### src/rtl/aofr_params.svh
// Constants for the output buffer readback block
// Contract
// Level select sets depth: off, 2 to 14
// Pulse batch ready when depth readings stored
// Oldest reading first, advance per strobe fall
// Host releases reset, then toggles read strobe
// Host reads exactly depth readings per batch
// Skipped readback stretches batch period to 128
// Wrong read count may stall batch ready
// Reset plus strobe clears buffer and filter
// Read strobe acts regardless of chip select
// Host may change depth then reset
// Depth change between first and last read
// New depth applies at once with period
// Host allows readout time before shrinking depth
// Power down low shuts down all circuitry
// Unconnected power down pin defaults high
// Host stops clock during power down
// Host resets after power down when buffered
// Host waits reference start and 100 batches
// Double rate picks ratio 4, else 8
// All sixteen data bits stay driven
// Host waits 13 batches in double rate
// Unconnected double rate pin defaults low
// Host may tie chip select low permanently
`ifndef AOFR_PARAMS_SVH
`define AOFR_PARAMS_SVH
`define AOFR_LEVEL_OFF      3'h0
`define AOFR_OSR_NORMAL     3'h7
`define AOFR_OSR_DOUBLE     3'h3
`define AOFR_SKIP_PERIOD    8'h80
`define AOFR_MAX_DEPTH      14
`define AOFR_DATA_W         16
`define AOFR_PIN_RST        7'h77
`endif

### src/rtl/aofr_pkg.sv
// Types shared by the output buffer readback block
package aofr_pkg;
	typedef struct packed {
		logic       rd_n;
		logic       cs_n;
		logic       pd_n;
		logic       dbl;
		logic [2:0] lev;
	} aofr_pins_t;

	typedef enum logic [1:0] {
		AOFR_ARM   = 2'h0,
		AOFR_RUN   = 2'h1,
		AOFR_STUCK = 2'h3,
		AOFR_OFF   = 2'h2
	} aofr_state_t;
endpackage

### src/rtl/aofr_sync.sv
// Two-flop synchroniser with a constant reset value per bit
`timescale 1ns/100ps
module aofr_sync #(
	parameter int         W       = 1,
	parameter logic [W-1:0] RST_VAL = '0
) (
	// Clock and reset
	input  wire logic         clk,
	input  wire logic         rst_n,
	// Data
	input  wire logic [W-1:0] d,
	output logic      [W-1:0] q
);
	logic [W-1:0] meta_reg;

	always_ff @(posedge clk or negedge rst_n) begin
		if (!rst_n) begin
			meta_reg <= RST_VAL;
			q        <= RST_VAL;
		end else begin
			meta_reg <= d;
			q        <= meta_reg;
		end
	end
endmodule // aofr_sync

### src/rtl/aofr_top.sv
// Output buffer, readback and mode logic of the converter
`timescale 1ns/100ps
`include "aofr_params.svh"
module aofr_top #(
	parameter int MAX_DEPTH = `AOFR_MAX_DEPTH,
	parameter int DATA_W    = `AOFR_DATA_W
) (
	// Clock and reset
	input  wire logic              CLK,
	input  wire logic              RST_N,
	// Host read pins
	input  wire logic              RD_N,
	input  wire logic              CS_N,
	// Mode pins
	input  wire logic [2:0]        BUFFER_DEPTH_SEL,
	input  wire logic              POWER_DOWN_N,
	input  wire logic              DOUBLE_RATE_SEL,
	// Filter side
	input  wire logic [DATA_W-1:0] FILTER_DATA,
	output logic                   DECIM_TICK,
	output logic                   FILTER_CLEAR,
	output logic                   SHUTDOWN,
	// Host data side
	output logic [DATA_W-1:0]      DOUT,
	output logic                   DOUT_OE_N,
	output logic                   BATCH_READY_N
);
	if (MAX_DEPTH != `AOFR_MAX_DEPTH || DATA_W != `AOFR_DATA_W) begin : g_chk
		$error("aofr_top: depth and width are fixed by the level select coding");
	end

	aofr_pkg::aofr_pins_t pins;
	aofr_pkg::aofr_pins_t pins_raw;
	aofr_pkg::aofr_state_t state_reg;

	logic [DATA_W-1:0] col_mem [MAX_DEPTH];
	logic [DATA_W-1:0] rd_mem  [MAX_DEPTH];
	logic [2:0]        phase_reg;
	logic [2:0]        osr_last;
	logic              tick;
	logic              rd_prev_reg;
	logic              rd_fall;
	logic              rd_rise;
	logic [3:0]        depth;
	logic              enabled;
	logic [3:0]        col_cnt_reg;
	logic [3:0]        rd_idx_reg;
	logic [3:0]        reads_reg;
	logic [3:0]        batch_depth_reg;
	logic              first_reg;
	logic              pend_reg;
	logic [7:0]        since_reg;
	logic              batch_done;
	logic              skipped;
	logic              miscount;
	logic              copy_go;
	logic              pulse_now;

	assign pins_raw = '{rd_n: RD_N, cs_n: CS_N, pd_n: POWER_DOWN_N,
	                    dbl: DOUBLE_RATE_SEL, lev: BUFFER_DEPTH_SEL};

	// Reset values: strobe idle, deselected, pull-up on power down, pull-down on double rate,
	// level nonzero so arming waits until the live pins have come through
	aofr_sync #(
		.W       (7),
		.RST_VAL (`AOFR_PIN_RST)
	) u_sync (
		.clk   (CLK),
		.rst_n (RST_N),
		.d     (pins_raw),
		.q     (pins)
	);

	assign depth      = {pins.lev, 1'b0};
	assign enabled    = pins.lev != `AOFR_LEVEL_OFF;
	assign osr_last   = pins.dbl ? `AOFR_OSR_DOUBLE : `AOFR_OSR_NORMAL;
	assign tick       = (state_reg == aofr_pkg::AOFR_RUN) && (phase_reg >= osr_last);
	assign rd_fall    = rd_prev_reg && !pins.rd_n;
	assign rd_rise    = !rd_prev_reg && pins.rd_n;
	// Depth read live so a synchronised change acts at once
	assign batch_done = tick && enabled && (col_cnt_reg + 4'h1 >= depth);
	assign skipped    = !first_reg && (reads_reg == 4'h0);
	assign miscount   = !first_reg && !skipped && (reads_reg != batch_depth_reg);
	assign copy_go    = batch_done && !miscount;
	assign pulse_now  = (copy_go && !skipped) || (pend_reg && since_reg >= `AOFR_SKIP_PERIOD - 8'h01);

	// Decimation phase
	always_ff @(posedge CLK or negedge RST_N) begin
		if (!RST_N) begin
			phase_reg  <= 3'h0;
			DECIM_TICK <= 1'b0;
		end else begin
			if (state_reg != aofr_pkg::AOFR_RUN || tick) begin
				phase_reg <= 3'h0;
			end else begin
				phase_reg <= phase_reg + 3'h1;
			end
			DECIM_TICK <= tick;
		end
	end

	// Read strobe edge history
	always_ff @(posedge CLK or negedge RST_N) begin
		if (!RST_N) begin
			rd_prev_reg <= 1'b1;
		end else begin
			rd_prev_reg <= pins.rd_n;
		end
	end

	// Arming, running, stall and power down
	always_ff @(posedge CLK or negedge RST_N) begin
		if (!RST_N) begin
			state_reg    <= aofr_pkg::AOFR_ARM;
			FILTER_CLEAR <= 1'b0;
			SHUTDOWN     <= 1'b0;
		end else begin
			FILTER_CLEAR <= 1'b0;
			SHUTDOWN     <= !pins.pd_n;
			if (!pins.pd_n) begin
				state_reg <= aofr_pkg::AOFR_OFF;
			end else begin
				case (state_reg)
					aofr_pkg::AOFR_ARM: begin
						if (!enabled) begin
							state_reg <= aofr_pkg::AOFR_RUN;
						end else if (rd_rise) begin
							state_reg    <= aofr_pkg::AOFR_RUN;
							FILTER_CLEAR <= 1'b1;
						end
					end
					aofr_pkg::AOFR_RUN: begin
						if (batch_done && miscount) begin
							state_reg <= aofr_pkg::AOFR_STUCK;
						end
					end
					aofr_pkg::AOFR_STUCK: begin
						state_reg <= aofr_pkg::AOFR_STUCK;
					end
					aofr_pkg::AOFR_OFF: begin
						state_reg <= aofr_pkg::AOFR_ARM;
					end
					default: begin
						state_reg <= aofr_pkg::AOFR_ARM;
					end
				endcase
			end
		end
	end

	// Collect readings of the current batch
	always_ff @(posedge CLK or negedge RST_N) begin
		if (!RST_N) begin
			col_cnt_reg <= 4'h0;
		end else if (state_reg != aofr_pkg::AOFR_RUN) begin
			col_cnt_reg <= 4'h0;
		end else if (batch_done) begin
			col_cnt_reg <= 4'h0;
		end else if (tick && enabled) begin
			col_cnt_reg <= col_cnt_reg + 4'h1;
		end
	end

	always_ff @(posedge CLK) begin
		if (tick && enabled) begin
			col_mem[col_cnt_reg] <= FILTER_DATA;
		end
	end

	// Hand a finished batch to the read bank
	always_ff @(posedge CLK) begin
		if (copy_go) begin
			for (int i = 0; i < MAX_DEPTH; i++) begin
				rd_mem[i] <= (i == int'(col_cnt_reg)) ? FILTER_DATA : col_mem[i];
			end
		end
	end

	// Batch bookkeeping and skip handling
	always_ff @(posedge CLK or negedge RST_N) begin
		if (!RST_N) begin
			first_reg       <= 1'b1;
			pend_reg        <= 1'b0;
			since_reg       <= 8'h00;
			batch_depth_reg <= 4'h0;
		end else if (state_reg != aofr_pkg::AOFR_RUN) begin
			first_reg <= 1'b1;
			pend_reg  <= 1'b0;
			since_reg <= 8'h00;
		end else begin
			if (pulse_now) begin
				since_reg <= 8'h00;
			end else if (since_reg != 8'hFF) begin
				since_reg <= since_reg + 8'h01;
			end
			if (copy_go) begin
				first_reg       <= 1'b0;
				batch_depth_reg <= depth;
			end
			if (copy_go && skipped && !pulse_now) begin
				pend_reg <= 1'b1;
			end else if (pulse_now) begin
				pend_reg <= 1'b0;
			end
		end
	end

	// Read pointer and count of reads since the last batch
	always_ff @(posedge CLK or negedge RST_N) begin
		if (!RST_N) begin
			rd_idx_reg <= 4'h0;
			reads_reg  <= 4'h0;
		end else if (state_reg != aofr_pkg::AOFR_RUN || copy_go) begin
			rd_idx_reg <= 4'h0;
			reads_reg  <= 4'h0;
		end else if (rd_fall && enabled) begin
			rd_idx_reg <= (rd_idx_reg < 4'(MAX_DEPTH - 1)) ? rd_idx_reg + 4'h1 : rd_idx_reg;
			reads_reg  <= (reads_reg != 4'hF) ? reads_reg + 4'h1 : reads_reg;
		end
	end

	// Data pins: all sixteen bits in both rates
	always_ff @(posedge CLK or negedge RST_N) begin
		if (!RST_N) begin
			DOUT      <= '0;
			DOUT_OE_N <= 1'b1;
		end else begin
			DOUT_OE_N <= pins.cs_n || !pins.pd_n;
			if (state_reg != aofr_pkg::AOFR_RUN) begin
				DOUT <= '0;
			end else if (!enabled && tick) begin
				DOUT <= FILTER_DATA;
			end else if (enabled && rd_fall) begin
				DOUT <= rd_mem[rd_idx_reg];
			end
		end
	end

	// Batch ready: high for one clock per batch, high in reset
	always_ff @(posedge CLK or negedge RST_N) begin
		if (!RST_N) begin
			BATCH_READY_N <= 1'b1;
		end else if (state_reg != aofr_pkg::AOFR_RUN) begin
			BATCH_READY_N <= 1'b0;
		end else if (!enabled) begin
			BATCH_READY_N <= tick;
		end else begin
			BATCH_READY_N <= pulse_now;
		end
	end
endmodule // aofr_top

### config.mk
export PLATFORM = sky130hd
export DESIGN_NAME = aofr_top
export DESIGN_NICKNAME = d
export VERILOG_FILES = /design/src/rtl/aofr_pkg.sv /design/src/rtl/aofr_sync.sv /design/src/rtl/aofr_top.sv
export VERILOG_INCLUDE_DIRS = /design/src /design/src/rtl
export SDC_FILE = /design/constraint.sdc
export NUM_CORES = 1
export LEC_CHECK = 0
export ABC_AREA = 1
export BUFFER_PORTS_ARGS = -buffer_cell sky130_fd_sc_hd__buf_2
export CAP_MARGIN = 20
export CELL_PAD_IN_SITES_DETAIL_PLACEMENT = 0
export CELL_PAD_IN_SITES_GLOBAL_PLACEMENT = 1
export CORE_AREA = 3 3 203 205
export DETAILED_ROUTE_END_ITERATION = 10
export DIE_AREA = 0 0 206 208
export MAX_ROUTING_LAYER = met4
export PLACE_DENSITY = 0.9
export SETUP_SLACK_MARGIN = 0.2
export SLEW_MARGIN = 20
export SYNTH_ARGS = -nofsm -noshare
export SYNTH_HDL_FRONTEND = slang
export SYNTH_SLANG_ARGS = --single-unit
### constraint.sdc
create_clock -name CLK -period 19.5 [get_ports CLK]
set_input_delay 1.95 -clock CLK [delete_from_list [all_inputs] [get_ports CLK]]
set_output_delay 1.95 -clock CLK [all_outputs]
set_load 0.1 [all_outputs]
Word level (Yosys, flattened, before mapping)
Memories as Yosys holds them, arrays and structs flattened.
Cells that the tools add are included.
{"block": "totals", "in_bits": 25, "output_inout_bits": 21, "mem_count": 2, "word_cells": 147, "ram_bits": 448, "register_bits": 66}
{"name": "col_mem", "depth": 14, "width": 16, "rd": 14, "rd_clocked_by_memory_dff": 0, "write_ports": 1, "line": "aofr_top.sv:36", "text": "logic [DATA_W-1:0] col_mem [MAX_DEPTH];"}
{"name": "rd_mem", "depth": 14, "width": 16, "rd": 1, "rd_clocked_by_memory_dff": 0, "write_ports": 14, "line": "aofr_top.sv:37", "text": "logic [DATA_W-1:0] rd_mem [MAX_DEPTH];"}
{"block": "op_classes", "bitwise_logic": 1, "n_addsub": 5, "eq_ne": 22, "muxes": 51, "order_cmp": 4, "reduce_logical": 44}
{"op": "16-bit 2-to-1 mux", "n": 17}
{"op": "4-bit 2-to-1 mux", "n": 9}
{"op": "4-bit equality test, first input constant", "n": 8}
{"op": "8-bit 2-to-1 mux", "n": 3}
{"op": "3-bit by 4-bit equality test with 1-bit output, first input constant", "n": 4}
{"op": "1-bit logical AND", "n": 16}
{"op": "1-bit 2-to-1 mux", "n": 15}
{"op": "3-bit nonzero test", "n": 5}
{"op": "4-bit by 1-bit adder with 4-bit output, second input constant", "n": 3}
{"op": "8-bit by 1-bit adder with 8-bit output, second input constant", "n": 1}
{"op": "8-bit by 7-bit greater-or-equal comparator with 1-bit output, second input constant", "n": 1}
{"op": "1-bit zero test", "n": 8}
{"op": "4-bit zero test", "n": 2}
{"op": "2-bit 2-to-1 mux", "n": 4}
{"op": "4-bit != test, second input constant", "n": 2}
{"op": "8-bit != test, second input constant", "n": 1}
{"op": "2-bit one-hot mux with 4 select lines", "n": 1}
{"op": "2-bit AND reduction", "n": 4}
{"op": "2-bit nonzero test", "n": 4}
{"op": "3-bit 2-to-1 mux", "n": 2}
{"op": "2-bit equality test, second input constant", "n": 2}
{"op": "2-bit by 4-bit equality test with 1-bit output, first input constant", "n": 1}
{"op": "4-bit greater-or-equal comparator", "n": 1}
{"op": "1-bit logical OR", "n": 4}
{"op": "other kinds (9)", "n": 9}

Depth between registers and ports, before layout
{"block": "logic_depth", "ltp_word": 13, "mapped_depth": 12, "depth_no_buf": 12}

Cells and area by module
Synthesis repeated with hierarchy kept, for this count alone.
{"block": "hier_totals", "hier_cells": 1875, "area_unflattened_um2": 21130.3}
{"mod": "aofr_top", "instances": 1, "area_each_um2": 20764.9, "cells_per_inst": 1861, "seq_area_each_um2": 14759.2}
{"mod": "aofr_sync", "instances": 1, "area_each_um2": 365.4, "cells_per_inst": 14, "seq_area_each_um2": 365.4}

Worst setup path after synthesis
OpenSTA, ideal clock, no wires.
{"block": "synth_timing", "kind": "reg-to-reg", "from": "register col_cnt_reg[0]", "to": "memory rd_mem[0][0] (netlist name), enable pin", "setup_slack_ns": 12.948, "n_path_buf": 0, "period_less_slack_ns": 6.552, "path_stages_with_launch": 11, "required_time_ns": 18.924, "setup_ns": 0.576, "t_arrival_ns": 5.977, "cell_sequence": "dfrtp_1 ha_1 xnor2_1 inv_1 ha_1 nand2_1 nor2_1 nor2_1 nor2_4 nand2_4 inv_1"}
{"item": "from (decl)", "line": "aofr_top.sv:46", "text": "logic [3:0] col_cnt_reg;"}
{"item": "from (signal assigned)", "line": "aofr_top.sv:160", "text": "col_cnt_reg <= col_cnt_reg + 4'h1;"}
{"item": "to (decl)", "line": "aofr_top.sv:37"}

==> impl.org <==
** CTS
- Counting the buffers created by CTS gives 50.
- Post-CTS Resized :: 0
- For this design, the sink count on the clock tree is 514.
- TritonCTS built the clock tree.
- Max Root-Sink Buffers :: 3
- Hold buffer count at cts :: 0
- Clk_lat worst skew :: 0.58 ns
- CTS placed an instance of clkbuf_16 at the clock tree root.
- H-tree depth :: 2
- In this run the post-CTS setup repair buffer count came out at 0.
- CTS clk-pin slew, worst paths :: 0.06 ns

** Worst hold path
- Path category of the worst min-delay check :: flip-flop to flip-flop
- Min-Delay Startpoint :: u_sync.meta_reg[3]$_DFF_PN0_
- Hold Path End :: u_sync.q[3]$_DFF_PN0_
- Hold depth :: 0

** Place
- Placed cell count :: 2,396
- Detailed placement ended at an HPWL of 28,060 µm.
- Routability-driven placement finished with a final weighted congestion of 0.8123.
- Quantity of I/O buffers inserted on ports :: 45

** Route
- Number of optimization iterations in the first detailed-route pass :: 5
- Summing over every cut layer, the via total after detailed routing is 13.85k.
- After detailed routing, the number of remaining DRC violations is 0.
- Dividing the detail-routed via count by the number of cells gives 5.573.
- Antenna viol nets, final :: 0
- Initial DRC Count :: 1,271
- DR WL/cell :: 20.48 µm
- Overall routed net length :: 50,880 µm

** Floorplan
- The die covers 42,850 µm².
- The floorplan has 73 rows.
- For this design the top-level I/O count stands at 46.
- Die outline height :: 208 µm
- For this configuration, the core starts out at a cell density of 53.45%.
- The total area inside the core boundary comes to 39,640 µm².
- Chip width :: 206 µm

** Run status
- The flow ran to the end, and the final reports show no timing, DRC or antenna violations.

** Yosys
- Of the synthesized area, sequential elements account for 71.38%.
- Number of flip-flops and latches in the synthesized netlist :: 514
- The number of nets handed over by synthesis was 1,936.
- Synth Warn # :: 0
- The cell area that synthesis handed to floorplanning was 21,190 µm².
- Mean cell area of the mapped netlist :: 11.17 µm²
- Post-Syn Instances :: 1,897
- Post-synth cell types :: 33

** GRT
- Initial antenna violation count :: 3
- The first global-routing pass estimated 76,340 µm of wire.
- For this run, the total global-route usage over all layers was measured as 24.65%.
- Pin count of the biggest net entering global routing :: 140
- The number of global-route vias before repair was 13.08k.
- For this run the aggregate overflow at the end of global routing stands at 0.

** Pwr
- Dividing total power by cell area gives a power density of 98.13 nW/µm².
- Leakage Power :: 9.280 nW
- IR analysis of the VDD net gives a maximum drop of 0.07090 mV.
- Total power for the finished layout comes to 2.311 mW.

** STA
- Tightest hold margin :: 0.3518 ns
- Post-layout minimum cycle time :: 4.060 ns
- Max-slew headroom at the worst pin :: 27.33%
- Fmax achieved :: 0.2463 GHz
- Worst Tran Pin Value :: 1.089 ns
- Period Utilization, post-route :: 20.82%
- Setup violations remaining at the end of the flow were counted as 0.
- Unrepaired setup endpoints after global routing :: no
- The final-report max-slew violation count came to 0.
- Number of hold violations in the final report :: 0
- Post-route setup TNS :: 0 ns
- Worst setup skew after layout :: 0.01989 ns

** Worst setup path
- The startpoint identified for the worst register-to-register timing path is phase_reg[2]$_DFF_PN0_.
- Worst Reg2Reg Path Length in Cells :: 8
- Startpoint type of the worst setup path :: flip-flop
- Reg2reg setup slack :: 15.44 ns
- Among cell families on the critical path, the largest total delay comes from buffers and inverters.
- Critical Path AT :: 4.25 ns
- Of all nets on the critical path, the largest fanout is 139.
- Delay of the slowest cell on the worst path :: 0.92 ns
- STA classifies the critical path endpoint as a flip-flop.
- Cell occurring most often along the worst timing path :: nand3_1
- The slowest stage of the critical path is the buf_4 cell.
- STA puts the critical path data required time at 19.69 ns.
- The critical path is of the flip-flop to flip-flop type.
- Combined buffer and inverter count along the critical path :: 2
- The critical path goes through ha_1, nand3_1, nand3_1, nand3_2, nor2_4, nand2_4, inv_8, buf_4.
- Critical R2R Capture :: rd_mem[4][2]$_DFFE_PN_

** Final layout
- The post-route netlist has 10.27% of its cells at a drive strength greater than 1.
- Across the whole layout, storage elements account for 15,130 µm².
- Leaving out fill and tap cells, the most frequent cell in the layout is nand2_1.
- Area used by multi-input combinational logic :: 5299 µm²
- Counting the fill cells in the layout gives 3,180.
- Layout net count :: 1,962
- The top cell types in the final layout, fill and taps aside, are nand2_1 (605), edfxtp_1 (448), o21ai_0 (245).
- Signed area change from the synthesized netlist to the final layout :: 11.13%
- Final Util :: 59.40%
- Final standard cell count with taps included and fillers excluded :: 2,485
- Top Registers :: col_mem: 224 flops, rd_mem: 224 flops, DOUT: 16 flops

** Flow run
- Number of max-cap violations :: 0
[worst max-delay path by stage]
| stage | start | to | slack [ns] | depth (start not counted) |
|---|---|---|---|---|
| after floorplan | col_cnt_reg[0]$_DFFE_PN0P_ | rd_mem[0][0]$_DFFE_PN_ | 12.95 | 10 |
| after global placement | phase_reg[2]$_DFF_PN0_ | rd_mem[0][3]$_DFFE_PN_ | 15.62 | 8 |
| after detailed placement | phase_reg[2]$_DFF_PN0_ | rd_mem[0][3]$_DFFE_PN_ | 15.50 | 8 |
| after CTS | phase_reg[2]$_DFF_PN0_ | rd_mem[12][5]$_DFFE_PN_ | 15.47 | 8 |
| after global routing | col_cnt_reg[0]$_DFFE_PN0P_ | rd_mem[11][15]$_DFFE_PN_ | 15.16 | 11 |
| final | phase_reg[2]$_DFF_PN0_ | rd_mem[4][2]$_DFFE_PN_ | 15.44 | 8 |
[power breakdown]
part	internal [mW]	total (mW)	leakage [nW]	switching (mW)
Clock	0.568	0.955	0.791	0.387
Sequential	1.20	1.21	4.87	0.0102
Combinational	0.0256	0.145	3.62	0.119
[stage by stage]
step                area [µm²]  setup slack [ns]
floorplan                21190             12.95
global placement         21930             15.62
detailed placement       21930             15.50
CTS                      23540             15.47
global route             23550             15.16
finish                   23550             15.44
[layer usage]
layer  routed length, µm  GRT usage, %  part of all wire, %  vias up
met4                1629         9.036                  3.2        0
met2               24350         38.84                   48      560
li1                    -             -                    -     6532
met3                4314         4.491                  8.5      119
met5                   0             -                    0        -
met1               20590         32.38                   40     6639
[area by class of cell]
| type | instances | share of cell area, % |
|---|---|---|
| antenna | 3 | 0.03188 |
| clock buffer | 66 | 5.802 |
| clock inverter | 20 | 1.041 |
| inverter | 92 | 1.509 |
| multi-input combinational | 1185 | 22.50 |
| sequential | 514 | 64.25 |
| tap | 525 | 2.790 |
| timing repair buffer | 80 | 2.072 |
[cells by family (layout without fill, tap and decap cells)]
logic type | count (synthesis) | in the layout | synth area share [%]
AND/OR/NAND/NOR | 891 | 891 | 17.25
XOR/XNOR | 7 | 7 | 0.2893
other | 0 | 3 | 0
adder cells (fa/ha/maj) | 14 | 14 | 0.8267
flip-flops | 514 | 514 | 71.38
buffers and inverters | 198 | 258 | 3.779
AO/OA/AOI/OAI | 273 | 273 | 6.472
[cell usage after synthesis]
library cell,instances,area share (%)
nand2_1,605,11
edfxtp_1,448,63
o21ai_0,245,5.8
nand3_1,163,3.9
nor2_1,103,1.8
inv_1,85,1.5
clkbuf_1,72,1.3
dfrtp_1,50,5.9
buf_2,25,0.59
a21oi_1,24,0.57
dfstp_2,16,2.0
ha_1,14,0.83
inv_2,5,0.089
xor2_1,5,0.21
buf_4,4,0.14
nand3_2,4,0.19
buf_1,3,0.053
nand2_4,3,0.16
nor3_1,3,0.071
o22ai_1,3,0.089
nand2_2,2,0.059
nand4_1,2,0.059
or2_2,2,0.059
xnor2_1,2,0.083
a31oi_1,1,0.030
buf_6,1,0.053
clkbuf_2,1,0.024
clkinv_1,1,0.018
inv_4,1,0.030
nand3_4,1,0.083
nand3b_1,1,0.035
nor2_4,1,0.053
nor2_8,1,0.094
(Power assumes the default switching activity.)
